[config.mk]
export PLATFORM = sky130hd
export DESIGN_NAME = uvdc_ctrl
export DESIGN_NICKNAME = d
export VERILOG_FILES = /design/src/uvdc_pkg.sv /design/src/uvdc_sync.sv /design/src/uvdc_ctrl.sv
export SDC_FILE = /design/constraint.sdc
export NUM_CORES = 1
export LEC_CHECK = 0
export BUFFER_PORTS_ARGS = -buffer_cell sky130_fd_sc_hd__buf_2
export CAP_MARGIN = 40
export CORE_ASPECT_RATIO = 1.4
export CORE_UTILIZATION = 43
export CTS_BUF_LIST = sky130_fd_sc_hd__clkbuf_8
export CTS_CLUSTER_SIZE = 12
export DETAILED_ROUTE_END_ITERATION = 16
export PLACE_DENSITY = 0.82
export SYNTH_ARGS = -nofsm -noshare
export SYNTH_HDL_FRONTEND = slang
export SYNTH_HIERARCHICAL = 1
export SYNTH_SLANG_ARGS = --single-unit
[constraint.sdc]
create_clock -name mclk -period 1.3 [get_ports mclk]
set_input_delay 0.13 -clock mclk [delete_from_list [all_inputs] [get_ports mclk]]
set_output_delay 0.13 -clock mclk [all_outputs]
set_load 0.01 [all_outputs]
[src/uvdc_pkg.sv]
// package for the undervoltage detect control block
// assumes an 8-bit register port at the documented byte addresses
package uvdc_pkg;
  localparam logic [15:0] ADDR_CTRL       = 16'hffbe;
  localparam logic [15:0] ADDR_LEVEL      = 16'hffbf;
  localparam logic [7:0]  CTRL_RESET      = 8'h00;
  localparam logic [7:0]  LEVEL_RESET     = 8'h00;
  localparam logic [7:0]  CAUSE_RESET     = 8'h00;
  localparam int          BIT_ON          = 7;
  localparam int          BIT_REF         = 4;
  localparam int          BIT_ACT         = 1;
  localparam int          BIT_FLAG        = 0;
  localparam int          CAUSE_UV        = 0;
  localparam int          CAUSE_CLKMON    = 1;
  localparam int          CAUSE_WDOG      = 4;
  localparam logic [2:0]  LEVEL_BAD       = 3'h7;
  localparam int          SYNC_STAGES     = 2;

  typedef struct packed {
    logic       wr;
    logic       rd;
    logic [15:0] addr;
    logic [7:0] wdata;
  } uvdc_bus_t;

  typedef struct packed {
    logic       on;
    logic       ref_en;
    logic       act_rst;
    logic [2:0] level;
    logic [7:0] cause;
    logic [7:0] rdata;
    logic       irq;
    logic       uv_rst;
    logic       power_on_clear;
  } uvdc_state_t;
endpackage

[src/uvdc_sync.sv]
// two-stage synchroniser for an asynchronous level
// assumes mclk runs in every mode, including clock-stopped cpu mode
`timescale 1ns/1ps
module uvdc_sync #(
  parameter int STAGES = 2
) (
  // clock and reset
  input  wire logic mclk,
  input  wire logic arst_n,
  // level
  input  wire logic d,
  output logic      q
);
  logic [STAGES-1:0] sh_r;

  always_ff @(posedge mclk or negedge arst_n) begin
    if (!arst_n) begin
      sh_r <= '0;
    end else begin
      sh_r <= {sh_r[STAGES-2:0], d};
    end
  end

  assign q = sh_r[STAGES-1];
endmodule // uvdc_sync

[src/uvdc_ctrl.sv]
// undervoltage detector control, flag and reset-cause bookkeeping
// assumes byte register port, analog comparator and reference outside,
// and that internal reset inputs are one-cycle pulses in mclk domain
`timescale 1ns/1ps
// Function
// - external reset clears the control register to zero
// - bit 7 enables the comparator and detection
// - bit 4 switches the reference generator on or off
// - bit 1 picks interrupt (0) or internal reset (1) on undervoltage
// - bit 0 read-only flag, 1 while below level, 0 when disabled
// - flag drives interrupt only while detector on and interrupt action selected
// - any reset but undervoltage reset clears control bits 7, 4, 1
// - with power-on-clear fitted, reference enable writes are ignored, reference always on
// - undervoltage reset sets reset cause bit 0
// - power-on-clear reset clears the whole reset cause register
// - watchdog, undervoltage, clock-monitor resets only set their own cause bit
// - power-on-clear asserts reset at power-up and while supply below its level
// - detection keeps working in clock-stopped low-power mode
// - control bits 6, 5, 3, 2 read zero
// - level register bits 2:0 pick a level, code 7 prohibited, upper bits zero
module uvdc_ctrl #(
  parameter bit POC_FITTED = 1'b1
) (
  // clock and external reset
  input  wire logic             mclk,
  input  wire logic             arst_n,
  // register port
  input  wire uvdc_pkg::uvdc_bus_t bus,
  output logic [7:0]            rdata,
  // analog side
  input  wire logic             cmp_below,
  input  wire logic             poc_below,
  output logic                  cmp_enable,
  output logic                  ref_enable,
  output logic [2:0]            detect_level_select,
  // reset sources in
  input  wire logic             wdog_rst,
  input  wire logic             clkmon_rst,
  // outputs
  output logic                  undervoltage_irq,
  output logic                  undervoltage_rst,
  output logic                  poc_rst,
  output logic [7:0]            reset_cause_flags
);
  uvdc_pkg::uvdc_state_t st_r;
  uvdc_pkg::uvdc_state_t st_nxt;
  logic                  below_sync;
  logic                  poc_sync;
  logic                  flag;
  logic                  other_rst;
  logic                  wr_ctrl;
  logic                  wr_level;
  logic                  rd_ctrl;
  logic                  rd_level;
  logic [7:0]            ctrl_rd;
  logic [7:0]            level_rd;
  logic [7:0]            cause_set;

  uvdc_sync #(.STAGES(uvdc_pkg::SYNC_STAGES)) u_cmp_sync (
    .mclk   (mclk),
    .arst_n (arst_n),
    .d      (cmp_below),
    .q      (below_sync)
  );

  uvdc_sync #(.STAGES(uvdc_pkg::SYNC_STAGES)) u_poc_sync (
    .mclk   (mclk),
    .arst_n (arst_n),
    .d      (poc_below),
    .q      (poc_sync)
  );

  // flag ignores comparator while off; no clock gating so it runs in stop mode
  assign flag      = st_r.on & below_sync;
  assign other_rst = wdog_rst | clkmon_rst | poc_rst;

  // address decode, one write and one read strobe per register
  assign wr_ctrl  = bus.wr & (bus.addr == uvdc_pkg::ADDR_CTRL);
  assign wr_level = bus.wr & (bus.addr == uvdc_pkg::ADDR_LEVEL);
  assign rd_ctrl  = bus.rd & (bus.addr == uvdc_pkg::ADDR_CTRL);
  assign rd_level = bus.rd & (bus.addr == uvdc_pkg::ADDR_LEVEL);

  // level register reads back its three code bits only
  always_comb begin
    level_rd      = 8'h00;
    level_rd[2:0] = st_r.level;
  end

  // one set request each for the undervoltage, watchdog and clock-monitor resets; power-on-clear has none
  always_comb begin
    cause_set                         = 8'h00;
    cause_set[uvdc_pkg::CAUSE_UV]     = st_r.uv_rst;
    cause_set[uvdc_pkg::CAUSE_WDOG]   = wdog_rst;
    cause_set[uvdc_pkg::CAUSE_CLKMON] = clkmon_rst;
  end

  always_comb begin
    ctrl_rd                     = 8'h00;
    ctrl_rd[uvdc_pkg::BIT_ON]   = st_r.on;
    ctrl_rd[uvdc_pkg::BIT_REF]  = st_r.ref_en;
    ctrl_rd[uvdc_pkg::BIT_ACT]  = st_r.act_rst;
    ctrl_rd[uvdc_pkg::BIT_FLAG] = flag;
  end

  always_comb begin
    st_nxt = st_r;
    // control write; flag and unused bits are not stored
    if (wr_ctrl) begin
      st_nxt.on      = bus.wdata[uvdc_pkg::BIT_ON];
      st_nxt.act_rst = bus.wdata[uvdc_pkg::BIT_ACT];
      // stored bit stays zero when the generator is forced on
      if (!POC_FITTED) begin
        st_nxt.ref_en = bus.wdata[uvdc_pkg::BIT_REF];
      end
    end
    // code 7 is kept as written, software must not use it
    if (wr_level) begin
      st_nxt.level = bus.wdata[2:0];
    end
    // other internal resets clear control bits, undervoltage reset does not
    if (other_rst) begin
      st_nxt.on      = 1'b0;
      st_nxt.ref_en  = 1'b0;
      st_nxt.act_rst = 1'b0;
      st_nxt.level   = uvdc_pkg::LEVEL_RESET[2:0];
    end
    // read data, unmapped reads return zero
    st_nxt.rdata = 8'h00;
    if (rd_ctrl) begin
      st_nxt.rdata = ctrl_rd;
    end else if (rd_level) begin
      st_nxt.rdata = level_rd;
    end
    // built from the new control bits so a request never outlives detector_on
    st_nxt.irq    = below_sync & st_nxt.on & ~st_nxt.act_rst;
    st_nxt.uv_rst = below_sync & st_nxt.on & st_nxt.act_rst;
    // a cause raised in the clearing cycle survives the clear
    if (poc_rst) begin
      st_nxt.cause = uvdc_pkg::CAUSE_RESET;
    end
    st_nxt.cause = st_nxt.cause | cause_set;
    // power-on-clear reset follows its synchronised comparator
    st_nxt.power_on_clear = POC_FITTED & poc_sync;
  end

  // only the external reset acts asynchronously; internal ones go through st_nxt
  always_ff @(posedge mclk or negedge arst_n) begin
    if (!arst_n) begin
      st_r     <= '0;
      st_r.power_on_clear <= 1'b1;
    end else begin
      st_r <= st_nxt;
    end
  end

  assign rdata               = st_r.rdata;
  assign cmp_enable          = st_r.on;
  // generator forced on when fitted, while the register bit reads zero
  assign ref_enable          = st_r.ref_en | POC_FITTED;
  assign detect_level_select = st_r.level;
  assign undervoltage_irq    = st_r.irq;
  assign undervoltage_rst    = st_r.uv_rst;
  assign poc_rst             = st_r.power_on_clear;
  assign reset_cause_flags   = st_r.cause;
endmodule // uvdc_ctrl

# After elaboration in Yosys (flattened, before gate mapping)
# Cells that the tools add are included.
[word_totals] reg_bits=28 inputBits=32 out_inout_bits=24 elab_cells=32
[classes] eq_ne=2 n_mux=7 n_bitwise=12 n_reduce_logical=1
[ops] cell="== test 16 bit (second input constant)" count=2
[ops] cell="2-to-1 mux 8 bit" count=2
[ops] cell="bitwise AND 1 bit" count=8
[ops] cell="OR 8 x 5 -> 8 bit" count=1
[ops] cell="2-to-1 mux 3 bit" count=2
[ops] cell="2-to-1 mux 6 bit" count=1
[ops] cell="2-to-1 mux 1 bit" count=2
[ops] cell="OR 1 bit" count=2
[ops] cell="nonzero test 2 bit" count=1
[ops] cell="NOT 1 bit" count=1

# Longest topological paths before layout
# Gate-level depths: netlist of the first run.
[depth] word_depth=6 ltp_mapped=4 depth_no_buf=4

# Hierarchy
# Netlist of the first run, hierarchy kept.
[by_module_without_submodules] mod="uvdc_ctrl" instances=1 cells_each=78 area_per_inst_um2=775.7 seq_area_each_um2=376.6
[by_module_without_submodules] mod="uvdc_sync" instances=2 cells_each=2 area_per_inst_um2=50.0 seq_area_each_um2=50.0

# Worst setup path before layout of the first run
# No wires, ideal clock.
[synth_path] kind="input to register" startpoint="in bus[14] in the netlist's numbering" endpoint="reg st_r (netlist bit undervoltage_irq)" setup_ns=0.064 t_arrival_ns=1.170 t_required_ns=1.236 setup_slack_ns=0.066 cell_stages=4 n_path_buf=0 cell_sequence="nand4b_4 -> or4_4 -> nor4_2 -> a21o_1"
[synth_lines] element="start, declared" line_no="uvdc_ctrl.sv:28" text="input wire uvdc_pkg::uvdc_bus_t bus,"
[synth_lines] element="end signal, assigned" line_no="uvdc_ctrl.sv:152" text="st_r <= st_nxt;"
[synth_lines] element="end, declared" line_no="uvdc_ctrl.sv:45" text="uvdc_pkg::uvdc_state_t st_r;"

==> metrics, run 1 <==
status finished, final reports clean; Seq pwr share 0.547; CTS tree yes; FP Rows 19; Worst Path Required 1500 ps; CP Class flop to flop; GRT met1 Usage 0.178; asr flop ratio synth 1.00; crit end category flop; most frequent cells in the layout buf_2 (41), dfrtp_1 (18), conb_1 (10); Final Cycle Share 0.895; Final Hold Fails 0; Routed WL per cell 11.4 um; Die Y 55.4 um; total power 0.00112 W; Post-synth EDFFs 0; crit path DAT 1360 ps; sequential-to-total area share from yosys stat 0.544; largest net degree at the start of global routing 20; met2 GRT Util 0.286; grt total ovfl 0; worst r2r path cells 3; Initial DRT Pass Iterations 4; maximum vdd drop 549 uV; Power Internal 0.000866 W; WL final 1730 um; setup bufs post-CTS 0; Area Growth Syn to Fin 33.0%; FF+latch count, synth 19; maximum clock insertion buffer count 2; Top FF cell, synth dfrtp_1; FF-to-FF End undervoltage_irq; dpl cells 144; clock slew at reported path FFs approximately 70 ps; CTS buffer count 3; synthesized area 876 um^2; Yosys cell types 24; register-to-register path setup slack 140 ps; DP HPWL between 1000 and 1500 um; Synth Area in Simple Gates 0.229; Synth Area in Adders 0; H-tree depth 1; worst flop-to-flop path startpoint poc_rst; commonest non-fill, non-tap cell in the layout buf_2; Clock Skews 3.28 ps; Hold Path Class primary input to flop; Final Util 0.598; via count about 770; Die W 40.1 um; clk sink count 19; synthesized area per cell 10.7 um^2; Die Area approximately 2200 um^2; Clk pwr share 0.348; first-pass GRT wire length 2620 um; RSZ-0062 raised after global routing false; met3 Track Usage GR 0.0281; clk_lat worst skew roughly 250 ps; maxcap violations 0; crit path from poc_rst; Global Route Usage Sum 0.179; Leakage Power 0.611 nW; initial DRC count 4; Layout Cells excl Fill 151; Ports 56; instance count of the mapped netlist 82; post-synthesis compound-gate area fraction 0.0971; XOR/XNOR share of the synthesized area 0; Net Sw Frac 0.225; Starting Density 0.449; drc violations 0; yosys warns 6; core area 1950 um^2; Max Fclk 0.860 GHz; Final Net Count 163; final worst path period need 1160 ps; worst-path maximum fanout 6; part of the power in combinational logic 0.106; Detail Route Antenna Nets 0; layout cells sized above 1 0.415; via/cell ratio 5.08; CP endpoint undervoltage_irq; NetSw 0.000251 W; pwr dens around 960 nW/um^2; antenna violations before repair 0; final-report setup violation count 0; clock root buffer clkbuf_8; Max Slew Vio Count 0; multiplexer area fraction after synthesis 0.0229; startpoint class of the critical path flop; RD Place Congestion 0.838; vias in the first global route around 660; gr busiest metal met2; largest family of logic cells by synthesized area simple AND/OR/NAND/NOR gates; port bufs 41; ANT cells 0
==> metrics by stage <==
step / area [um^2] / setup TNS, ps / worst slack, ps / hold slack (ps)
floorplan: 906 / 0 / 66.0 / -166
global placement: 1080 / -265 / -72.5 / 72.9
detailed placement: 1080 / -518 / -100 / 79.0
CTS: 1160 / 0 / 154 / 74.3
global route: 1160 / 0 / 65.1 / 101
finish: 1160 / 0 / 137 / 88.9
==> repair_timing <==
item	4_1_cts	5_1_grt
endpoints found under the hold margin	20	0
endpoints found under the setup margin	0	1
gates resized for setup	0	1
hold buffers	3	0
==> cell usage after synthesis, types with 4 or more instances <==
cell type / number / area, um^2
dfrtp_1: 18 / 450
a21o_1: 4 / 30.0
a21oi_1: 6 / 30.0
nand4_1: 7 / 43.8
o21ai_0: 5 / 25.0
nor2_1: 4 / 15.0
nand3_1: 4 / 20.0
nand2_1: 5 / 18.8
buf_4: 10 / 75.1
==> area by class of cell <==
cell class,instances,area (um^2)
multi-input combinational,58,348
clock inverter,1,3.75
inverter,1,3.75
tap,21,26.3
sequential,19,477
clock buffer,3,41.3
timing repair buffer,48,265
fill,184,785
==> state kept, by name, summed over array words and instances, names as in the netlist <==
register / flops
u_cmp_sync/sh_r: 2
undervoltage_irq: 1
u_poc_sync/sh_r: 2
cmp_enable: 1
undervoltage_rst: 1
rdata: 4
detect_level_select: 3
reset_cause_flags: 3
poc_rst: 1
ctrl_rd: 1
==> routing by layer <==
layer / wire, um / up-vias
li1: - / 365
met1: 640 / 361
met2: 940 / 37
met3: 79 / 4
met4: 64 / 0
met5: 0 / -
==> how the worst min path moves through the flow <==
| stage | startpoint | to | slack, ps | cells after the start |
|---|---|---|---|---|
| 3_3_place_gp | arst_n | rdata[2] | 70 | 1 |
| 6_report | wdog_rst | reset_cause_flags[4] | 90 | 2 |
| 3_5_place_dp | arst_n | detect_level_select[0] | 80 | 1 |
| 2_1_floorplan | arst_n | cmp_enable | -170 | 0 |
| 4_1_cts | wdog_rst | reset_cause_flags[4] | 70 | 2 |
| 5_1_grt | clkmon_rst | reset_cause_flags[1] | 100 | 2 |
==> worst max-delay path: stages, from the launching register on <==
cell     delay, ps
dfstp_2        380
or3_1          420
nor3_1         170
a21o_1         140
==> cells by family (layout without fill, tap and decap cells) <==
| family | count (synthesis) | in the layout |
|---|---|---|
| buf+inv | 13 | 53 |
| other cells | 2 | 10 |
| compound gates | 15 | 15 |
| simple gates | 31 | 31 |
| mux | 2 | 2 |
| flops | 19 | 19 |
==> power groups by stage <==
| stage | clock network, W | logic, W | registers [W] |
|---|---|---|---|
| after global routing | 0.000430 | 0.000132 | 0.000612 |
| after floorplan | 0 | 0.0000596 | 0.000624 |
| after global placement | 0 | 0.000106 | 0.000621 |
| after detailed placement | 0 | 0.000110 | 0.000621 |
| final | 0.000388 | 0.000118 | 0.000611 |
| after CTS | 0.000405 | 0.000116 | 0.000610 |
Note: power is estimated with default switching activity, not from simulation.
==> run 2: changes to the inputs <==
--- a/config.mk
+++ b/config.mk
@@ -7,7 +7,7 @@
 export LEC_CHECK = 0
 export BUFFER_PORTS_ARGS = -buffer_cell sky130_fd_sc_hd__buf_2
 export CAP_MARGIN = 40
-export CORE_ASPECT_RATIO = 1.4
+export CORE_ASPECT_RATIO = 1.2
 export CORE_UTILIZATION = 43
 export CTS_BUF_LIST = sky130_fd_sc_hd__clkbuf_8
 export CTS_CLUSTER_SIZE = 12
==> metrics, run 2 (synthesis results as in run 1) <==
Worst Path Required 1490 ps; Layout Cells excl Fill 149; Area Growth Syn to Fin 32.3%; Hold Path Class primary input to flop; dpl cells ~140; RSZ-0062 raised after global routing false; startpoint class of the critical path flop; Final Hold Fails 0; Routed WL per cell ~11 um; Global Route Usage Sum 0.170; H-tree depth 1; Max Slew Vio Count 0; Detail Route Antenna Nets 0; CTS buffer count 3; maximum clock insertion buffer count 2; RD Place Congestion 0.840; CTS tree yes; Final Cycle Share 0.901; largest net degree at the start of global routing 20; Max Fclk 0.854 GHz; max reg flops 4; maxcap violations 0; Initial DRT Pass Iterations 4; Starting Density 0.468; PnR worst setup slack about 130 ps; crit path DAT 1360 ps; maximum vdd drop roughly 720 uV; final-report setup violation count 0; pwr dens 968 nW/um^2; initial DRC count 11; DP HPWL 1310 um; port bufs between 40 and 50; Ports 56; via/cell ratio 5.17; final worst path period need 1170 ps; FP Rows 17; CP Class flop to flop; Setup WS pre-CTS -81.0 ps; commonest non-fill, non-tap cell in the layout buf_2; Die Area between 2000 and 2500 um^2; Final Net Count 163; Leakage Power around 0.6 nW; Clock Skews 3.12 ps; layout cells sized above 1 0.415; clk_lat worst skew approximately 250 ps; Final Util 0.619; WL final 1640 um; clock slew at reported path FFs 70 ps; first-pass GRT wire length approximately 2800 um; post-CTS sizing 0; crit end category flop; worst-path maximum fanout 6; status finished, final reports clean; final hold slack ~80 ps; via count 770; Die Y ~51 um; core area 1870 um^2; drc violations 0; clock root buffer clkbuf_8; vias in the first global route just over 700; ANT cells 0; clk sink count 19; antenna violations before repair 0; Die W 43.2 um; most frequent cells in the layout buf_2 (41), dfrtp_1 (18), conb_1 (10); grt total ovfl 0
run 2: cell count changes in the layout (fill, tap and decap cells not counted), sizes merged:
cell / delta
inv: -1
clkinv: +1
run 2: stage by stage:
| step | power (W) | cell area [um^2] | setup TNS [ps] |
|---|---|---|---|
| after floorplan | 0.000684 | 906 | 0 |
| after global placement | 0.000727 | 1080 | -265 |
| after detailed placement | 0.000731 | 1080 | -410 |
| after CTS | 0.00114 | 1160 | 0 |
| after global routing | 0.00118 | 1160 | 0 |
| final | 0.00112 | 1160 | 0 |
run 2: routing by layer:
metal,part of all wire,GRT usage,vias up
li1,-,-,367
met1,0.39,0.192,359
met2,0.52,0.303,40
met3,0.073,0.0353,4
met4,0.019,0.0758,0
met5,0,0,-
run 2: report_power, final:
group | internal [W] | total [W] | switching, W | leakage [nW]
clock | 0.000213 | 0.000395 | 0.000182 | 0.0255
combinational | 0.0000510 | 0.000116 | 0.0000655 | 0.337
sequential | 0.000605 | 0.000610 | 0.00000565 | 0.246
run 2: final cells by class:
class | instances | area (um^2)
Clock buffer | 3 | 41.3
Clock inverter | 1 | 5.00
Fill cell | 167 | 713
Inverter | 1 | 3.75
Multi-Input combinational cell | 58 | 343
Sequential cell | 19 | 477
Tap cell | 19 | 23.8
Timing Repair Buffer | 48 | 265
run 2: timing repair:
action,CTS,global route
setup buffers,0,0
hold endpoints to repair,20,0
hold buffers,3,0
run 2: worst max-delay path, stage by stage (launching register included):
cell	delay [ps]
dfstp_2	380
or3_1	420
nor3_1	180
a21o_1	140
run 2: worst paths after layout:
kind,startpoint,slack [ps],depth (start not counted),endpoint
max,poc_rst,130,3,undervoltage_irq
min,clkmon_rst,80,2,reset_cause_flags[1]
max reg2reg,poc_rst,130,3,undervoltage_irq
min reg2reg,u_poc_sync/sh_r[0],350,0,u_poc_sync/sh_r[1]
max in group asynchronous,arst_n,650,2,poc_rst
min in group asynchronous,arst_n,330,2,reset_cause_flags[4]
==> run 3: changes to the inputs <==
--- a/config.mk
+++ b/config.mk
@@ -5,6 +5,7 @@
 export SDC_FILE = /design/constraint.sdc
 export NUM_CORES = 1
 export LEC_CHECK = 0
+export ABC_CLOCK_PERIOD_IN_PS = 1300
 export BUFFER_PORTS_ARGS = -buffer_cell sky130_fd_sc_hd__buf_2
 export CAP_MARGIN = 40
 export CORE_ASPECT_RATIO = 1.2
@@ -13,6 +14,7 @@
 export CTS_CLUSTER_SIZE = 12
 export DETAILED_ROUTE_END_ITERATION = 16
 export PLACE_DENSITY = 0.82
+export RECOVER_POWER = 100
 export SYNTH_ARGS = -nofsm -noshare
 export SYNTH_HDL_FRONTEND = slang
 export SYNTH_HIERARCHICAL = 1
==> metrics, run 3 (synthesis results as in run 1) <==
status finished, final reports clean; Final Util 0.608; Final Cycle Share 0.907; via count 761; WL final 1650 um; final setup TNS 0 ps; Final Hold Fails 0; CTS tree yes; Top Layer Used met4; maxcap violations 0; Die Area 2220 um^2; dpl cells 142; first-pass GRT wire length about 2800 um; vias in the first global route 709; core area 1870 um^2; Detail Route Antenna Nets 0; ANT cells 0; via/cell ratio between 5 and 6; area of the multi-input gates 343 um^2; routed length on met3 125 um; Routed WL per cell 11.1 um; WL met2 845 um; Die Y 51.4 um; Worst Path Required between 1000 and 1500 ps; clock root buffer clkbuf_8; worst-path maximum fanout 6; Starting Density 0.468; layout cells sized above 1 0.292; Hold Path Class primary input to flop; clk_lat worst skew between 200 and 300 ps; pwr dens 984 nW/um^2; drc violations 0; CP Class flop to flop; largest net degree at the start of global routing 20; setup bufs post-CTS 0; final worst path period need 1180 ps; Layout Cells excl Fill between 100 and 150; Leakage Power around 0.55 nW; Area Growth Syn to Fin 29.9%; grt total ovfl 0; sequential cell area 477 um^2; most frequent cells in the layout buf_2 (26), dfrtp_1 (18), clkbuf_1 (15); final-report setup violation count 0; Clock Skews about 3.8 ps; maximum clock insertion buffer count 2; clock slew at reported path FFs 70 ps; port bufs 41; crit end category flop; Die W 43.2 um; final hold slack roughly 80 ps; Global Route Usage Sum 0.170; Initial DRT Pass Iterations 4; initial DRC count 7; commonest non-fill, non-tap cell in the layout buf_2; maximum vdd drop approximately 720 uV; clk sink count 19; FP Rows 17; RSZ-0062 raised after global routing false; CTS buffer count 3; antenna violations before repair 0; Max Slew Vio Count 0; Ports 56; Filler Cell Count 173; DP HPWL 1310 um; Max Fclk 0.848 GHz; H-tree depth 1; startpoint class of the critical path flop; crit path DAT 1370 ps; RD Place Congestion approximately 0.84; max reg flops 4; Metal-1 WL 648 um; Final Net Count between 150 and 200
==> run 3: cell count changes in the layout (fill, tap and decap cells not counted) <==
cell	change
buf_2	-15
buf_4	-2
clkbuf_1	+15
clkbuf_2	+1
clkbuf_4	+1
dfstp_1	+1
dfstp_2	-1
==> run 3: layer usage <==
metal  vias to the layer above  track usage
li1                        368            -
met1                       349        0.192
met2                        40        0.303
met3                         4       0.0353
met4                         0       0.0758
met5                         -            0
==> run 3: worst paths after layout <==
kind                                     from              endpoint  slack, ps  depth (start not counted)
setup / recovery                      poc_rst      undervoltage_irq        120                          3
hold / removal                     clkmon_rst  reset_cause_flags[1]         80                          2
setup reg to reg                      poc_rst      undervoltage_irq        120                          3
hold reg to reg            u_poc_sync/sh_r[0]    u_poc_sync/sh_r[1]        350                          0
max in group asynchronous              arst_n               poc_rst        620                          2
min in group asynchronous              arst_n  reset_cause_flags[4]        350                          2
==> run 3: area by class of cell <==
cell class / count / area share
clock buffer: 3 / 0.0363
clock inverter: 1 / 0.00440
inverter: 1 / 0.00330
multi-input combinational: 58 / 0.301
sequential: 19 / 0.419
tap: 19 / 0.0209
timing repair buffer: 48 / 0.215
==> run 3: power breakdown <==
group	internal, W	switching [W]
Clock	0.000213	0.000182
Sequential	0.000604	0.00000585
Combinational	0.0000492	0.0000653
==> run 3: worst max-delay path, cell delays in order, from the launching register on <==
cell and delay (ps):
dfstp_1 380, or3_1 420, nor3_1 180, a21o_1 140
==> run 3: stage by stage <==
step,cell area [um^2],total power (W),setup slack [ps]
global route,1140,0.00118,43.0
detailed placement,1080,0.000731,-81.0
CTS,1160,0.00114,135
global placement,1080,0.000727,-75.4
floorplan,906,0.000684,66.0
finish,1140,0.00112,120
==> run 3: repair_timing <==
item,CTS,global route
hold buffers,3,0
endpoints found under the hold margin,20,0
resized for setup,0,0
